### src/design/smp_pkg.sv
// constants, register map and field layout of the serial module pin control
// assumes a 32-bit apb slave on a single 20 mhz clock
package smp_pkg;
    // ------------------------------------------------------------
    // register map
    // ------------------------------------------------------------
    // printed offsets are not all multiples of four: index = offset
    localparam logic [15:0] SMP_IDX_DATA = 16'hfc15;
    localparam logic [15:0] SMP_IDX_ASSIGN = 16'hfc16;
    localparam logic [15:0] SMP_IDX_DIR = 16'hfc17;
    localparam logic [15:0] SMP_IDX_CTRL = 16'hfc18;
    localparam int SMP_ADDR_W = 18;
    // ------------------------------------------------------------
    // field layout and reset values
    // ------------------------------------------------------------
    localparam logic [7:0] SMP_ASSIGN_MASK = 8'h7b;
    localparam logic [7:0] SMP_ASSIGN_RST = 8'h00;
    localparam logic [7:0] SMP_DIR_RST = 8'h00;
    localparam logic [7:0] SMP_DATA_RST = 8'h00;
    localparam logic [2:0] SMP_CTRL_RST = 3'h0;
    localparam int SMP_PIN_MISO = 0;
    localparam int SMP_PIN_MOSI = 1;
    localparam int SMP_PIN_SCK = 2;
    localparam int SMP_PIN_CS0 = 3;
    localparam int SMP_PIN_TXD = 7;
    localparam int SMP_CTRL_ENA = 0;
    localparam int SMP_CTRL_MSTR = 1;
    localparam int SMP_CTRL_TE = 2;
    localparam int SMP_STAT_FAULT = 8;
    localparam logic [31:0] SMP_BYTE_SHIFT = 32'd8;
    // apb access phase states
    typedef enum logic [0:0] {
        SMP_IDLE = 1'b0,
        SMP_ACK = 1'b1
    } smp_bus_t;
    // byte address of a register index
    function automatic logic [SMP_ADDR_W-1:0] smp_addr(
        input logic [15:0] idx);
        smp_addr = {idx, 2'b00};
    endfunction
endpackage

### src/design/smp_apb.sv
// apb slave holding the pin control registers
// assumes the apb master keeps the request stable until pready
`timescale 1ns/1ps
module smp_apb (
    // clock and reset
    input wire logic mclk,
    input wire logic reset,
    // apb
    input wire logic psel,
    input wire logic penable,
    input wire logic pwrite,
    input wire logic [smp_pkg::SMP_ADDR_W-1:0] paddr,
    input wire logic [31:0] pwdata,
    output logic [31:0] prdata,
    output logic pready,
    output logic pslverr,
    // register contents and status
    output logic [7:0] data_q,
    output logic [7:0] assign_q,
    output logic [7:0] dir_q,
    output logic [2:0] ctrl_q,
    input wire logic [7:0] pin_level,
    input wire logic fault_flag
);
    import smp_pkg::*;
    smp_bus_t st_q;
    logic wr_go;
    logic [31:0] rd_d;
    logic hit;
    // ------------------------------------------------------------
    // access phase: one wait state, answer on the second edge
    // ------------------------------------------------------------
    assign wr_go = psel && penable && pwrite && (st_q == SMP_IDLE);
    always_ff @(posedge mclk) begin
        if (reset) begin
            st_q <= SMP_IDLE;
            pready <= 1'b0;
        end else if (psel && penable && st_q == SMP_IDLE) begin
            st_q <= SMP_ACK;
            pready <= 1'b1;
        end else begin
            st_q <= SMP_IDLE;
            pready <= 1'b0;
        end
    end
    // writes; unimplemented bits are dropped
    always_ff @(posedge mclk) begin
        if (reset) begin
            data_q <= SMP_DATA_RST;
            assign_q <= SMP_ASSIGN_RST;
            dir_q <= SMP_DIR_RST;
            ctrl_q <= SMP_CTRL_RST;
        end else if (wr_go) begin
            if (paddr == smp_addr(SMP_IDX_DATA)) begin
                data_q <= pwdata[7:0];
            end else if (paddr == smp_addr(SMP_IDX_ASSIGN)) begin
                assign_q <= pwdata[7:0] & SMP_ASSIGN_MASK;
            end else if (paddr == smp_addr(SMP_IDX_DIR)) begin
                dir_q <= pwdata[7:0];
            end else if (paddr == smp_addr(SMP_IDX_CTRL)) begin
                ctrl_q <= pwdata[2:0];
            end
        end
    end
    // read mux, zero above the implemented bits
    always_comb begin
        rd_d = 32'h0;
        hit = 1'b1;
        if (paddr == smp_addr(SMP_IDX_DATA)) begin
            rd_d = {24'h0, pin_level};
        end else if (paddr == smp_addr(SMP_IDX_ASSIGN)) begin
            rd_d = {24'h0, assign_q};
        end else if (paddr == smp_addr(SMP_IDX_DIR)) begin
            rd_d = {24'h0, dir_q};
        end else if (paddr == smp_addr(SMP_IDX_CTRL)) begin
            rd_d = {23'h0, fault_flag, 5'h0, ctrl_q};
        end else begin
            hit = 1'b0;
        end
    end
    always_ff @(posedge mclk) begin
        if (reset) begin
            prdata <= 32'h0;
            pslverr <= 1'b0;
        end else if (psel && penable && st_q == SMP_IDLE) begin
            prdata <= pwrite ? 32'h0 : rd_d;
            pslverr <= ~hit;
        end else begin
            prdata <= 32'h0;
            pslverr <= 1'b0;
        end
    end
    // ------------------------------------------------------------
    // checks
    // ------------------------------------------------------------
    assign_zero_a: assert property (@(posedge mclk) disable iff (reset)
        (assign_q[2] == 1'b0) && (assign_q[7] == 1'b0))
        else $error("unimplemented assign bits set");
    ready_pulse_a: assert property (@(posedge mclk) disable iff (reset)
        (psel && penable && !pready) |=> pready ##1 !pready)
        else $error("pready not a one cycle answer");
    data_write_a: assert property (@(posedge mclk) disable iff (reset)
        wr_go && paddr == smp_addr(SMP_IDX_DATA)
        |=> data_q == $past(pwdata[7:0]))
        else $error("data register missed a write");
endmodule // smp_apb

### src/design/smp_pinmux.sv
// combinational routing of serial and io functions onto the eight pins
// assumes serial master and transmitter drive their own request lines
`timescale 1ns/1ps
module smp_pinmux (
    // configuration
    input wire logic [7:0] data_q,
    input wire logic [7:0] assign_q,
    input wire logic [7:0] dir_q,
    input wire logic master_enable,
    input wire logic master_mode,
    input wire logic tx_enable,
    // serial functions
    input wire logic [7:0] func_out,
    input wire logic txd_out,
    // pin controls, enable low while driving
    output logic [7:0] pin_o,
    output logic [7:0] pin_oe_n
);
    import smp_pkg::*;
    logic [7:0] owned;
    logic [7:0] fdrv;
    // which pins the serial master owns
    always_comb begin
        owned = master_enable ? assign_q : 8'h00;
        owned[SMP_PIN_SCK] = master_enable;
        owned[SMP_PIN_TXD] = 1'b0;
    end
    // function drive per pin, direction gates in both uses
    always_comb begin
        fdrv = dir_q;
        if (!master_mode) begin
            fdrv[6:4] = 3'b000;
        end
    end
    always_comb begin
        for (int i = 0; i < 8; i++) begin
            if (owned[i]) begin
                pin_o[i] = func_out[i];
                pin_oe_n[i] = ~fdrv[i];
            end else begin
                pin_o[i] = data_q[i];
                pin_oe_n[i] = ~dir_q[i];
            end
        end
        if (tx_enable) begin
            pin_o[SMP_PIN_TXD] = txd_out;
            pin_oe_n[SMP_PIN_TXD] = 1'b0;
        end
    end
endmodule // smp_pinmux

### src/design/smp_top.sv
// serial module pin control top: registers, pin routing, mode fault
// assumes pins are synchronous to mclk; pads resolve pin_oe_n
`timescale 1ns/1ps
module smp_top (
    // clock and reset
    input wire logic mclk,
    input wire logic reset,
    // apb
    input wire logic psel,
    input wire logic penable,
    input wire logic pwrite,
    input wire logic [smp_pkg::SMP_ADDR_W-1:0] paddr,
    input wire logic [31:0] pwdata,
    output logic [31:0] prdata,
    output logic pready,
    output logic pslverr,
    // port pins
    input wire logic [7:0] pin_i,
    output logic [7:0] pin_o,
    output logic [7:0] pin_oe_n,
    // receive pin
    input wire logic rxd_i,
    // serial master side
    input wire logic [7:0] func_out,
    output logic [7:0] func_in,
    output logic func_in_valid_miso,
    output logic func_in_valid_mosi,
    output logic func_sck_in_en,
    output logic func_select_en,
    output logic mode_fault,
    // transmitter and receiver side
    input wire logic txd_out,
    output logic rxd_in
);
    import smp_pkg::*;
    logic [7:0] data_q;
    logic [7:0] assign_q;
    logic [7:0] dir_q;
    logic [2:0] ctrl_q;
    logic [7:0] mux_o;
    logic [7:0] mux_oe_n;
    logic fault_q;
    logic ena;
    logic mstr;
    // ------------------------------------------------------------
    // registers
    // ------------------------------------------------------------
    smp_apb u_apb (
        .mclk(mclk),
        .reset(reset),
        .psel(psel),
        .penable(penable),
        .pwrite(pwrite),
        .paddr(paddr),
        .pwdata(pwdata),
        .prdata(prdata),
        .pready(pready),
        .pslverr(pslverr),
        .data_q(data_q),
        .assign_q(assign_q),
        .dir_q(dir_q),
        .ctrl_q(ctrl_q),
        .pin_level(pin_i),
        .fault_flag(fault_q)
    );
    assign ena = ctrl_q[SMP_CTRL_ENA];
    assign mstr = ctrl_q[SMP_CTRL_MSTR];
    smp_pinmux u_mux (
        .data_q(data_q),
        .assign_q(assign_q),
        .dir_q(dir_q),
        .master_enable(ena),
        .master_mode(mstr),
        .tx_enable(ctrl_q[SMP_CTRL_TE]),
        .func_out(func_out),
        .txd_out(txd_out),
        .pin_o(mux_o),
        .pin_oe_n(mux_oe_n)
    );
    // ------------------------------------------------------------
    // registered pin drive and inputs to the serial units
    // ------------------------------------------------------------
    // registered so every output comes from a flop; one cycle of lag
    always_ff @(posedge mclk) begin
        if (reset) begin
            pin_o <= 8'h00;
            pin_oe_n <= 8'hff;
            func_in <= 8'h00;
            rxd_in <= 1'b1;
        end else begin
            pin_o <= mux_o;
            pin_oe_n <= mux_oe_n;
            func_in <= pin_i;
            rxd_in <= rxd_i;
        end
    end
    // input qualifiers for the serial master per direction bit
    always_ff @(posedge mclk) begin
        if (reset) begin
            func_in_valid_miso <= 1'b0;
            func_in_valid_mosi <= 1'b0;
            func_sck_in_en <= 1'b0;
            func_select_en <= 1'b0;
        end else begin
            func_in_valid_miso <= ena && assign_q[SMP_PIN_MISO] && mstr
                && !dir_q[SMP_PIN_MISO];
            func_in_valid_mosi <= ena && assign_q[SMP_PIN_MOSI] && !mstr
                && !dir_q[SMP_PIN_MOSI];
            func_sck_in_en <= ena && !mstr && !dir_q[SMP_PIN_SCK];
            func_select_en <= ena && assign_q[SMP_PIN_CS0] && !mstr
                && !dir_q[SMP_PIN_CS0] && !pin_i[SMP_PIN_CS0];
        end
    end
    // mode fault: asserted (low) cs0 input while master
    always_ff @(posedge mclk) begin
        if (reset) begin
            fault_q <= 1'b0;
            mode_fault <= 1'b0;
        end else begin
            fault_q <= ena && mstr && assign_q[SMP_PIN_CS0]
                && !dir_q[SMP_PIN_CS0] && !pin_i[SMP_PIN_CS0];
            mode_fault <= ena && mstr && assign_q[SMP_PIN_CS0]
                && !dir_q[SMP_PIN_CS0] && !pin_i[SMP_PIN_CS0];
        end
    end
    // ------------------------------------------------------------
    // checks
    // ------------------------------------------------------------
    tx_drive_a: assert property (@(posedge mclk) disable iff (reset)
        ctrl_q[SMP_CTRL_TE] |=> !pin_oe_n[SMP_PIN_TXD]
        && pin_o[SMP_PIN_TXD] == $past(txd_out))
        else $error("txd pin not driven by transmitter");
    gpio_drive_a: assert property (@(posedge mclk) disable iff (reset)
        !ena && !ctrl_q[SMP_CTRL_TE] |=> pin_o == $past(data_q)
        && pin_oe_n == ~$past(dir_q))
        else $error("io pins not following data and direction");
    sck_own_a: assert property (@(posedge mclk) disable iff (reset)
        ena |=> pin_o[SMP_PIN_SCK] == $past(func_out[SMP_PIN_SCK]))
        else $error("sck pin not routed to master");
    cs_slave_a: assert property (@(posedge mclk) disable iff (reset)
        ena && !mstr |=> pin_oe_n[6:4] == ~($past(dir_q[6:4])
        & ~$past(assign_q[6:4])))
        else $error("chip selects active in slave mode");
    assign_io_a: assert property (@(posedge mclk) disable iff (reset)
        ena && !assign_q[SMP_PIN_MISO] |=> pin_o[SMP_PIN_MISO]
        == $past(data_q[SMP_PIN_MISO]))
        else $error("unassigned pin taken by master");
    rxd_pass_a: assert property (@(posedge mclk) disable iff (reset)
        1'b1 |=> rxd_in == $past(rxd_i))
        else $error("receive input not passed");
    fault_src_a: assert property (@(posedge mclk) disable iff (reset)
        mode_fault |-> $past(mstr && !dir_q[SMP_PIN_CS0]))
        else $error("mode fault without master input select");
    miso_in_a: assert property (@(posedge mclk) disable iff (reset)
        func_in_valid_miso |-> $past(!dir_q[SMP_PIN_MISO] && mstr))
        else $error("miso input enabled wrongly");
endmodule // smp_top

### config.mk
export PLATFORM = sky130hd
export DESIGN_NAME = smp_top
export DESIGN_NICKNAME = d
export VERILOG_FILES = /design/src/design/smp_pkg.sv /design/src/design/smp_apb.sv /design/src/design/smp_pinmux.sv /design/src/design/smp_top.sv
export SDC_FILE = /design/constraint.sdc
export NUM_CORES = 1
export LEC_CHECK = 0
export BUFFER_PORTS_ARGS = -buffer_cell sky130_fd_sc_hd__buf_2
export CORE_ASPECT_RATIO = 2
export CORE_UTILIZATION = 33
export CTS_BUF_LIST = sky130_fd_sc_hd__clkbuf_4 sky130_fd_sc_hd__clkbuf_8
export CTS_CLUSTER_DIAMETER = 80
export DETAILED_ROUTE_END_ITERATION = 7
export RECOVER_POWER = 25
export SLEW_MARGIN = 20
export SYNTH_ARGS = -nofsm -noshare
export SYNTH_HDL_FRONTEND = slang
export SYNTH_HIERARCHICAL = 1
export SYNTH_SLANG_ARGS = --single-unit
export TNS_END_PERCENT = 50
### constraint.sdc
create_clock -name mclk -period 1.5 [get_ports mclk]
set_input_delay 0.3 -clock mclk [delete_from_list [all_inputs] [get_ports mclk]]
set_output_delay 0.3 -clock mclk [all_outputs]
set_load 0.005 [all_outputs]
Yosys cells after proc, flatten, opt, wreduce, memory -nomap -nowiden
Cells that the tools add are included.
{ "classes": {"eq_ne": 4, "n_mul": 0, "mux": 23, "n_div": 0, "bitwise_logic": 18, "n_addsub": 0, "reduce_logical": 34, "n_lt_le_gt_ge": 0, "n_shift": 0} }
{ "ops": {"columns": ["cell", "count"], "rows": [
  ["$eq 18x18->1 const B", 4],
  ["$mux 8", 3],
  ["$logic_and 1x1->1", 20],
  ["$not 1->1", 18],
  ["$mux 1", 17],
  ["$mux 7", 1],
  ["$reduce_or 7->1", 1],
  ["$logic_not 1->1", 6],
  ["$mux 3", 2],
  ["$reduce_or 6->1", 1],
  ["$reduce_and 5->1", 1],
  ["$reduce_and 4->1", 1],
  ["$reduce_and 3->1", 1],
  ["$reduce_or 3->1", 1],
  ["$reduce_and 2->1", 1],
  ["$reduce_or 2->1", 1]
]} }
{ "totals": {"reg_bits": 89, "latch_bits": 0, "output_inout_bits": 64, "mem_bits_rw": 0, "elab_cells": 97, "mem_count": 0, "rom_bits": 0, "input_bits": 73} }

Depth between registers and ports, before layout
Gate-level depths: netlist of run 1.
{ "depth": {"ltp_word": 6, "mapped_depth": 6, "depth_no_buf": 4} }

Hierarchy
Netlist of run 1, hierarchy kept.
{ "by_module_without_submodules": {"columns": ["mod", "instances", "seq_area_each_um2", "area_each_um2", "cells_each"], "rows": [
  ["smp_apb", 1, 720.7, 1865.5, 195],
  ["smp_top", 1, 600.6, 834.6, 66],
  ["smp_pinmux", 1, 0.0, 193.9, 27]
]} }

Least setup slack after synthesis of run 1
OpenSTA, ideal clock, no wires.
{ "synth_timing": {"kind": "input -> register", "from": "in paddr[1] (netlist name)", "to": "reg u_apb.assign_q[0]", "arrival_time_ns": 1.279, "required_ns": 1.379, "stages": 5, "slack_ns": 0.100, "cell_sequence": "and4bb_2 -> and4_4 -> buf_12 -> nand4b_4 -> mux2i_1"} }
{ "synth_via": {"elab_chain_len": 3, "elab_cells_between_ends": 4, "classes_between": "eq/ne (2); bitwise (1); reduce/logical (1)"} }
{ "synth_rtl": {"columns": ["element", "line_no", "text"], "rows": [
  ["from (decl)", "smp_top.sv:12", "input wire logic [smp_pkg::SMP_ADDR_W-1:0] paddr,"],
  ["$eq 18x18->1", "smp_apb.sv:54", "if (paddr == smp_addr(SMP_IDX_DATA)) begin"],
  ["$not 1->1 (no line)", null, null],
  ["$reduce_and 3->1 (no line) (*)", null, null],
  ["to (signal assigned)", "smp_apb.sv:57", "assign_q <= pwdata[7:0] & SMP_ASSIGN_MASK;"],
  ["to (decl)", "smp_apb.sv:19", "output logic [7:0] assign_q,"]
]} }
Mark *: on every way between the ends. The rest lies on a longest branch, timed or not.
A chain may end at the register's enable or synchronous reset.

Worst setup path in the final report of run 1
{ "layout_timing": {"from": "reg u_apb.st_q", "to": "reg u_apb.dir_q[6]"} }
{ "layout_via": {"elab_chain_len": 3} }
{ "layout_rtl": {"columns": ["element", "line_no", "text"], "rows": [
  ["from (decl)", "smp_apb.sv:26", "smp_bus_t st_q;"],
  ["from (signal assigned)", "smp_apb.sv:36", "st_q <= SMP_IDLE;"],
  ["from (signal assigned)", "smp_apb.sv:39", "st_q <= SMP_ACK;"],
  ["from (signal assigned)", "smp_apb.sv:42", "st_q <= SMP_IDLE;"],
  ["$not 1->1", "smp_apb.sv:33", "assign wr_go = psel && penable && pwrite && (st_q == SMP_IDLE);"],
  ["$logic_and 1x1->1", "smp_apb.sv:33", null],
  ["$reduce_and 4->1 (no line)", null, null],
  ["to (signal assigned)", "smp_apb.sv:59", "dir_q <= pwdata[7:0];"],
  ["to (decl)", "smp_apb.sv:20", "output logic [7:0] dir_q,"]
]} }
No other way between the ends.

==> results of run 1 <==
[where the power goes]
group / switching [W] / leakage, nW / internal, W
Combinational: 0.000117 / 1.08 / 0.000113
Sequential: 0.00000326 / 0.535 / 0.00177
Clock: 0.000625 / 0.109 / 0.000911
Total: 0.000744 / 1.73 / 0.00279
[through the flow]
stage,setup slack [ns],hold WS (ns),setup TNS [ns],instances
global route,0.0148,0.153,0,502
CTS,0.0330,0.129,0,502
finish,0.104,0.154,0,502
floorplan,0.0997,0.404,0,308
global placement,-0.0930,0.439,-1.52,487
detailed placement,-0.150,0.425,-1.71,487
[layer usage]
layer	GRT usage, %	vias up
met4	11.6	0
met1	15.9	1111
met5	0	-
met2	31.5	100
li1	-	1158
met3	4.68	16
[layout by cell type (no fill, tap or decap), types with 2 or more instances in the layout]
cell	n
nor2b_1	13
nor3_1	2
nor2_1	11
and2_1	2
dfxtp_1	66
buf_4	23
inv_1	8
nand2_1	12
and2b_1	5
clkbuf_1	4
nand2b_1	24
a22oi_1	6
nand4_1	13
and4b_1	2
mux2_4	6
clkbuf_8	12
and2_2	2
a22o_1	2
clkbuf_4	3
a21oi_1	11
nor4b_1	2
mux2i_1	15
o21ai_0	13
buf_2	87
conb_1	23
and4bb_2	2
nor3b_2	2
mux2_2	9
or2_2	10
[cell type report]
| class | instances | area share (%) |
|---|---|---|
| clock buffers | 13 | 4.68 |
| clock inverters | 2 | 0.950 |
| inverters | 8 | 0.815 |
| multi-input cells | 198 | 36.9 |
| flip-flops and latches | 66 | 35.8 |
| well taps | 98 | 3.33 |
| repair buffers | 117 | 17.4 |
[flip-flops by register name, indices dropped and copies added, names as in the netlist]
name and count:
pin_oe_n 8, func_in_valid_mosi 1, rxd_in 1, u_apb/assign_q 6, mode_fault 1, func_sck_in_en 1
u_apb/data_q 8, pin_o 8, func_select_en 1, u_apb/dir_q 8, u_apb/ctrl_q 3, u_apb/pslverr 1
u_apb/prdata 9, func_in_valid_miso 1, u_apb/st_q 1, func_in 8
[worst max path at each step]
stage,to,cells past startpoint
finish,u_apb/dir_q[6]$_SDFFE_PP0P_,4
global placement,u_apb/data_q[2]$_SDFFE_PP0P_,6
detailed placement,u_apb/data_q[0]$_SDFFE_PP0P_,6
floorplan,u_apb/assign_q[0]$_SDFFE_PP0P_,5
global route,u_apb/dir_q[0]$_SDFFE_PP0P_,5
CTS,u_apb/dir_q[6]$_SDFFE_PP0P_,4
==> key figures, run 1 <==
Setup path
  • CP required: 1.75 ns
  • Reg2Reg Launch Point: u_apb/st_q$_SDFF_PP0_
  • Worst setup SP type: flip-flop
  • Slowest CP cell: dfxtp_1
  • Critical Path Start: u_apb/st_q$_SDFF_PP0_
  • Max stage delay on crit path: 0.32 ns
  • R2R Path End: u_apb/dir_q[6]$_SDFFE_PP0P_
  • Critical Path AT: 1.65 ns
  • Crit-path leading delay family: simple AND/OR/NAND/NOR gates
  • Crit path capture type: flip-flop
  • R2R Setup Slk: 0.10 ns
  • R2R depth: 4
  • Worst Path Buf+Inv: 0
  • Cells along the critical path: and4b_1, and2_2, nand4_4, mux2i_1
  • Crit-path max FO: 8
  • Crit path kind: flip-flop to flip-flop

Placement
  • Post-DP Area: 0.00348 mm2
  • GPL Wtd Cong: 0.875
  • Port Buffers: 88
  • Post-DP HPWL: 5.61 mm

Synth
  • Avg Inst Size Synth: 10.1 um2
  • Synth Cell Area: 0.00288 mm2
  • Yosys warns: 6
  • Mapped Cells: 286

Final layout
  • Filler Cells Inserted: 877
  • P&R area growth vs syn: 28.0%
  • Area of the multi-input gates: 0.00136 mm2
  • Share of post-route cells with drive strength above 1: 40.6%
  • Post-route cell area: 0.00369 mm2
  • Util after Layout: 44.1%
  • N_diodes: 0
  • Register area: 0.00132 mm2
  • Nets: 473

Timing
  • Worst Tran Pin Value: 0.616 ns
  • Final period utilization: 93.0%
  • Period minus WS final: 1.40 ns
  • Final Max Slew Viols: 0
  • Final hold violations: 0
  • FMAX: 717 MHz
  • Skew final: 0.00641 ns
  • RSZ-0062 raised after global routing: no
  • Finish-stage setup viols: 0
  • Slew headroom: 59.0%

GRT
  • GRT Util Overall: 17.4%
  • Largest net degree at the start of global routing: 34
  • GRT overflow: 0
  • Vias in the first global route: 2392
  • Initial antenna violation count: 0
  • First-pass GRT wire length: 11.3 mm

Power and ir drop
  • Power consumption: 0.00354 W
  • VDD IR max: 391 uV
  • Power Dens Cells: 959 mW/mm2
  • LEAKAGE: 1.73 nW

Hold path
  • Hold Path Class: input pin to flip-flop
  • Hold Path Stages: 2
  • Worst hold endpoint: rxd_in$_SDFF_PP1_
  • Hold path start: rxd_i

Floorplan
  • FP Rows: 47
  • Die area: 0.00912 mm2
  • Core Region: 0.00835 mm2
  • Starting density of the core: 34.5%
  • DIE HEIGHT: 134 um
  • Die span in x: 68.0 um
  • Io pins: 137

Status
  • Status: completed

Clock tree
  • Total CTS buffers: 9
  • Worst-Skew Late Latency: 0.33 ns
  • CTS Root Cell: clkbuf_8
  • CTS tree: yes
  • Clock Path Buffers: 2
  • Postcts setup bufs: 0
  • H-tree levels: 3
  • Post-CTS Hold Fix Bufs: 0
  • Clk sinks: 66
  • # resized after CTS: 0
  • Clock-pin slew on the worst setup and hold paths: 0.07 ns

Route
  • Top sig layer: met4
  • DRC violations left: 0
  • Vias: 2385
  • Met2 routed WL: 4.03 mm
  • Detailed Route WL: 7.30 mm
  • Detail Route Antenna Nets: 0
  • Vias/cell: 4.75
  • Met3 WL post-DR: 409 um
  • Post-Route M1 WL: 2.57 mm
  • Router iterations before antenna repair: 4
  • 1st-iter DRT viols: 89
  • Drt wl/cell: 14.5 um

Run
  • Max Cap Violations: 0
Power figures use the tool's default switching activity.
==> inputs of run 2 (changes only) <==
Settings changed: REMOVE_ABC_BUFFERS from default to 1.
==> run 2 against run 1 <==
Total power down 0.30%; critical path type unchanged; worst setup slack worse by 0.0060 ns; sequential share of layout area rose by 0.38 points; highest routed layer unchanged; non-clock buffer count fell by 4; largest power group unchanged.
==> key figures, run 2 (same netlist as run 1, synthesis figures left out) <==
Route
  • Top sig layer: met4 (unchanged)
  • Detailed Route WL: 7.15 mm (was 7.30 mm)
  • DRC violations left: 0 (unchanged)
  • Met2 routed WL: 3.92 mm (was 4.03 mm)
  • Post-Route M1 WL: 2.52 mm (was 2.57 mm)
  • Router iterations before antenna repair: 4 (unchanged)
  • Detail Route Antenna Nets: 0 (unchanged)
  • Vias/cell: 4.67 (was 4.75)
  • 1st-iter DRT viols: 62 (was 89)
  • Met3 WL post-DR: 397 um (was 409 um)
  • Drt wl/cell: 14.3 um (was 14.5 um)
  • Vias: 2328 (was 2385)

Clock tree
  • CTS tree: yes (unchanged)
  • CTS Root Cell: clkbuf_8 (unchanged)
  • Post-CTS Hold Fix Bufs: 0 (unchanged)
  • Worst-Skew Late Latency: 0.35 ns (was 0.33 ns)
  • Postcts setup bufs: 0 (unchanged)
  • H-tree levels: 3 (unchanged)
  • Clock-pin slew on the worst setup and hold paths: 0.08 ns (was 0.07 ns)
  • Clk sinks: 66 (unchanged)
  • Total CTS buffers: 9 (unchanged)
  • Clock Path Buffers: 2 (unchanged)
  • # resized after CTS: 0 (unchanged)

Power and ir drop
  • Power Dens Cells: 966 mW/mm2 (was 959 mW/mm2)
  • Cell-internal power: 0.00272 W (was 0.00279 W)
  • LEAKAGE: 1.70 nW (was 1.73 nW)
  • Power consumption: 0.00352 W (was 0.00354 W)
  • Sw Pwr: 0.000801 W (was 0.000744 W)
  • Switching Share: 22.7% (was 21.1%)
  • Reg power frac: 50.2% (was 50.1%)
  • Clk pwr share: 43.4% (about the same)
  • VDD IR max: 430 uV (was 391 uV)
  • Comb pwr share: 6.4% (was 6.5%)

Final layout
  • P&R area growth vs syn: 26.7% (was 28.0%)
  • Most common cell after layout, fill and taps aside: buf_2 (unchanged)
  • N_diodes: 0 (unchanged)
  • Max reg flops: 9 (unchanged)
  • Nets: 469 (was 473)
  • Post-route cell area: 0.00365 mm2 (was 0.00369 mm2)
  • Share of post-route cells with drive strength above 1: 39.2% (was 40.6%)
  • Top reg by flops: u_apb/prdata (unchanged)
  • Most frequent cells in the layout: 85 x buf_2, 66 x dfxtp_1, 24 x nand2b_1, 23 x conb_1, 19 x buf_4 (was 87 x buf_2, 66 x dfxtp_1, 24 x nand2b_1, 23 x buf_4, 23 x conb_1)

Timing
  • Final Max Slew Viols: 0 (unchanged)
  • Skew final: 0.0105 ns (was 0.00641 ns)
  • Period minus WS final: 1.40 ns (about the same)
  • Finish-stage setup viols: 0 (unchanged)
  • RSZ-0062 raised after global routing: no (unchanged)
  • FMAX: 713 MHz (was 717 MHz)
  • Final period utilization: 93.4% (was 93.0%)
  • Worst Tran Pin Value: 0.593 ns (was 0.616 ns)
  • Slew headroom: 60.5% (was 59.0%)
  • Hold WS: 0.142 ns (was 0.154 ns)
  • Final hold violations: 0 (unchanged)

Placement
  • Port Buffers: 88 (unchanged)
  • Post-DP Area: 0.00345 mm2 (was 0.00348 mm2)
  • Post-DP HPWL: 5.44 mm (was 5.61 mm)
  • GPL Wtd Cong: 0.869 (was 0.875)

Setup path
  • R2R Path End: u_apb/dir_q[3]$_SDFFE_PP0P_ (was u_apb/dir_q[6]$_SDFFE_PP0P_)
  • Critical Path AT: 1.62 ns (was 1.65 ns)
  • CP required: 1.72 ns (was 1.75 ns)
  • R2R Setup Slk: 0.1 ns (was 0.10 ns)
  • Crit path kind: flip-flop to flip-flop (unchanged)
  • R2R depth: 5 (was 4)
  • Crit-path max FO: 8 (unchanged)
  • Crit path capture type: flip-flop (unchanged)
  • Worst setup SP type: flip-flop (unchanged)
  • Reg2Reg Launch Point: u_apb/st_q$_SDFF_PP0_ (unchanged)

Hold path
  • Worst hold endpoint: rxd_in$_SDFF_PP1_ (unchanged)
  • Hold Path Stages: 2 (unchanged)
  • Hold path start: rxd_i (unchanged)
  • Hold Path Class: input pin to flip-flop (unchanged)

Floorplan
  • Io pins: 137 (unchanged)
  • Die span in x: 68.0 um (unchanged)
  • Core Region: 0.00835 mm2 (unchanged)
  • Die area: 0.00912 mm2 (unchanged)
  • FP Rows: 47 (unchanged)
  • DIE HEIGHT: 134 um (unchanged)
  • Starting density of the core: 34.5% (unchanged)

GRT
  • Largest net degree at the start of global routing: 32 (was 34)
  • GRT Util Overall: 17.2% (was 17.4%)
  • GRT overflow: 0 (unchanged)
  • Vias in the first global route: 2344 (was 2392)
  • Initial antenna violation count: 0 (unchanged)
  • First-pass GRT wire length: 11.4 mm (was 11.3 mm)

Status
  • Status: completed (unchanged)

Run
  • Max Cap Violations: 0 (unchanged)
run 2: cell types whose count changed in the layout (fill, tap and decap cells not counted), sizes merged:
cell / before / now
clkinvlp: 0 / 1
buf: 110 / 105
clkinv: 1 / 3
clkbuf: 20 / 19
run 2: metal layers:
layer	vias up	track usage (%)
met4	0	11.8
li1	1152	-
met3	18	4.17
met5	-	0
met2	94	30.2
met1	1064	16.6
run 2: critical path, stage by stage (launching register included):
cell and delay, ns:
dfxtp_1 0.32, and4b_1 0.25, and2_1 0.15, buf_6 0.13, nand4_4 0.22, mux2i_1 0.19
run 2: final cells by class:
class	count	area, um2
Clock buffer	11	151
Clock inverter	5	52.6
Fill cell	883	4700
Inverter	8	30.0
Multi-Input combinational cell	198	1360
Sequential cell	66	1320
Tap cell	98	123
Timing Repair Buffer	113	614
run 2: through the flow:
step / setup TNS, ns / setup WS, ns / instances / util (%)
after global routing: 0 / 0.00321 / 499 / 43.7
after detailed placement: -2.43 / -0.157 / 483 / 41.3
final: 0 / 0.0984 / 499 / 43.7
after global placement: -2.08 / -0.129 / 483 / 41.3
after floorplan: -0.114 / -0.0142 / 272 / -
after CTS: 0 / 0.0523 / 499 / 43.8
run 2: worst max path at each step:
stage | start | end | slack [ns] | cells past startpoint
finish | u_apb/st_q$_SDFF_PP0_ | u_apb/dir_q[3]$_SDFFE_PP0P_ | 0.1 | 5
global route | u_apb/st_q$_SDFF_PP0_ | u_apb/dir_q[0]$_SDFFE_PP0P_ | 0.003 | 5
detailed placement | paddr[3] | u_apb/data_q[1]$_SDFFE_PP0P_ | -0.16 | 6
CTS | u_apb/st_q$_SDFF_PP0_ | u_apb/dir_q[3]$_SDFFE_PP0P_ | 0.05 | 5
global placement | paddr[3] | u_apb/data_q[3]$_SDFFE_PP0P_ | -0.13 | 6
floorplan | paddr[8] | u_apb/dir_q[0]$_SDFFE_PP0P_ | -0.01 | 4
run 2: power by group through the flow:
stage	clock network, W	logic, W	registers, W
floorplan	0	0.0000716	0.00181
global placement	0	0.000227	0.00181
detailed placement	0	0.000230	0.00181
CTS	0.00157	0.000231	0.00177
global route	0.00163	0.000247	0.00177
finish	0.00153	0.000225	0.00177
==> inputs of run 3 (changes only) <==
--- a/constraint.sdc
+++ b/constraint.sdc
@@ -3,2 +3,2 @@
 set_output_delay 0.3 -clock mclk [all_outputs]
-set_load 0.005 [all_outputs]
+set_load 0.01 [all_outputs]
==> run 3 against run 2 <==
Critical path depth did not move; count of clock-buffer cells in the layout stayed put; hold slack barely moved; routed wire length barely moved; design area is 0.21% lower; largest cell class unchanged.
==> key figures, run 3 (same netlist as run 1, synthesis figures left out) <==
Status
  • Status: completed (unchanged)

GRT
  • GRT overflow: 0 (unchanged)
  • Vias in the first global route: 2344 (unchanged)
  • GRT Util Overall: 17.2% (unchanged)
  • First-pass GRT wire length: 11.4 mm (unchanged)
  • Initial antenna violation count: 0 (unchanged)
  • Largest net degree at the start of global routing: 32 (unchanged)

Floorplan
  • DIE HEIGHT: 134 um (unchanged)
  • Starting density of the core: 34.5% (unchanged)
  • Die area: 0.00912 mm2 (unchanged)
  • Io pins: 137 (unchanged)
  • Die span in x: 68.0 um (unchanged)
  • Core Region: 0.00835 mm2 (unchanged)
  • FP Rows: 47 (unchanged)

Final layout
  • Most frequent cells in the layout: 82 x buf_2, 66 x dfxtp_1, 24 x nand2b_1, 23 x conb_1, 19 x buf_4 (was 85 x buf_2, 66 x dfxtp_1, 24 x nand2b_1, 23 x conb_1, 19 x buf_4)
  • Max reg flops: 9 (unchanged)
  • P&R area growth vs syn: 26.4% (was 26.7%)
  • Nets: 469 (unchanged)
  • Share of post-route cells with drive strength above 1: 38.2% (was 39.2%)
  • Most common cell after layout, fill and taps aside: buf_2 (unchanged)
  • Layout Cells excl Fill: 499 (unchanged)
  • N_diodes: 0 (unchanged)
  • Top reg by flops: u_apb/prdata (unchanged)

Timing
  • Hold WS: 0.142 ns (about the same)
  • Period minus WS final: 1.40 ns (about the same)
  • Final period utilization: 93.3% (was 93.4%)
  • Worst Tran Pin Value: 0.593 ns (about the same)
  • Final hold violations: 0 (unchanged)
  • Finish-stage setup viols: 0 (unchanged)
  • Slew headroom: 60.4% (was 60.5%)
  • FMAX: 714 MHz (was 713 MHz)
  • Skew final: 0.0105 ns (about the same)
  • RSZ-0062 raised after global routing: no (unchanged)
  • Final Max Slew Viols: 0 (unchanged)

Placement
  • # placed instances: 483 (unchanged)
  • Port Buffers: 88 (unchanged)
  • GPL Wtd Cong: 0.869 (unchanged)
  • Post-DP HPWL: 5.44 mm (unchanged)

Route
  • Drt wl/cell: 14.3 um (about the same)
  • Vias/cell: 4.66 (was 4.67)
  • Router iterations before antenna repair: 4 (unchanged)
  • 1st-iter DRT viols: 60 (was 62)
  • DRC violations left: 0 (unchanged)
  • Detailed Route WL: 7.15 mm (about the same)
  • Vias: 2327 (was 2328)
  • Detail Route Antenna Nets: 0 (unchanged)

Run
  • Max Cap Violations: 0 (unchanged)

Clock tree
  • Worst-Skew Late Latency: 0.35 ns (about the same)
  • H-tree levels: 3 (unchanged)
  • Postcts setup bufs: 0 (unchanged)
  • Clock-pin slew on the worst setup and hold paths: 0.08 ns (about the same)
  • # resized after CTS: 0 (unchanged)
  • CTS Root Cell: clkbuf_8 (unchanged)
  • Total CTS buffers: 9 (unchanged)
  • Clk sinks: 66 (unchanged)
  • Clock Path Buffers: 2 (unchanged)
  • Post-CTS Hold Fix Bufs: 0 (unchanged)
  • CTS tree: yes (unchanged)

Setup path
  • Crit-path max FO: 8 (unchanged)
  • Critical Path Start: u_apb/st_q$_SDFF_PP0_ (unchanged)
  • Crit path kind: flip-flop to flip-flop (unchanged)
  • Worst setup SP type: flip-flop (unchanged)
  • Reg2Reg Launch Point: u_apb/st_q$_SDFF_PP0_ (unchanged)
  • R2R Setup Slk: 0.10 ns (was 0.1 ns)
  • Worst setup path endpoint: u_apb/dir_q[3]$_SDFFE_PP0P_ (unchanged)
  • Critical Path AT: 1.62 ns (about the same)
  • R2R depth: 5 (unchanged)
  • Crit path capture type: flip-flop (unchanged)
  • R2R Path End: u_apb/dir_q[3]$_SDFFE_PP0P_ (unchanged)
  • CP required: 1.72 ns (about the same)

Power and ir drop
  • Power Dens Cells: 973 mW/mm2 (was 966 mW/mm2)
  • Power consumption: 0.00354 W (was 0.00352 W)
  • LEAKAGE: 1.69 nW (was 1.70 nW)
  • VDD IR max: 438 uV (was 430 uV)

Hold path
  • Hold Path Class: input pin to flip-flop (unchanged)
==> run 3: metrics by stage <==
| step | worst slack, ns | cell area [um2] | setup TNS [ns] | util [%] |
|---|---|---|---|---|
| after detailed placement | -0.157 | 3450 | -2.43 | 41.3 |
| after CTS | 0.0523 | 3660 | 0 | 43.8 |
| after global routing | 0.00321 | 3640 | 0 | 43.6 |
| after floorplan | -0.0169 | 2700 | -0.135 | - |
| after global placement | -0.129 | 3450 | -2.08 | 41.3 |
| final | 0.100 | 3640 | 0 | 43.6 |
==> run 3: per-layer routing <==
layer | share of wire (%) | track usage [%] | up-vias
li1 | - | - | 1154
met1 | 35 | 16.6 | 1061
met2 | 55 | 30.2 | 94
met3 | 5.6 | 4.17 | 18
met4 | 4.4 | 11.8 | 0
met5 | 0 | 0 | -
==> run 3: final cells by class <==
| class | count | area [um2] |
|---|---|---|
| clock buffers | 11 | 151 |
| clock inverters | 5 | 52.6 |
| fillers | 884 | 4710 |
| inverters | 8 | 30.0 |
| multi-input cells | 198 | 1350 |
| flip-flops and latches | 66 | 1320 |
| well taps | 98 | 123 |
| repair buffers | 113 | 611 |
==> run 3: worst max-delay path, cell delays in order, from the launching register on <==
cell     delay (ns)
dfxtp_1        0.32
and4b_1        0.25
and2_1         0.15
buf_6          0.13
nand4_4        0.22
mux2i_1        0.19
==> run 3: how the worst min path moves through the flow <==
| stage | slack (ns) | end | startpoint | cells past startpoint |
|---|---|---|---|---|
| floorplan | 0.37 | u_apb/ctrl_q[0]$_SDFFE_PP0P_ | reset | 1 |
| global placement | 0.46 | u_apb/data_q[4]$_SDFFE_PP0P_ | u_apb/data_q[4]$_SDFFE_PP0P_ | 2 |
| detailed placement | 0.45 | u_apb/prdata[8]$_SDFF_PP0_ | mode_fault$_SDFF_PP0_ | 2 |
| CTS | 0.13 | rxd_in$_SDFF_PP1_ | rxd_i | 2 |
| global route | 0.14 | rxd_in$_SDFF_PP1_ | rxd_i | 2 |
| finish | 0.14 | rxd_in$_SDFF_PP1_ | rxd_i | 2 |
==> run 3: power by group <==
part / internal [W] / switching, W
Sequential: 0.00177 / 0.00000335
Combinational: 0.000108 / 0.000135
Clock: 0.000849 / 0.000682
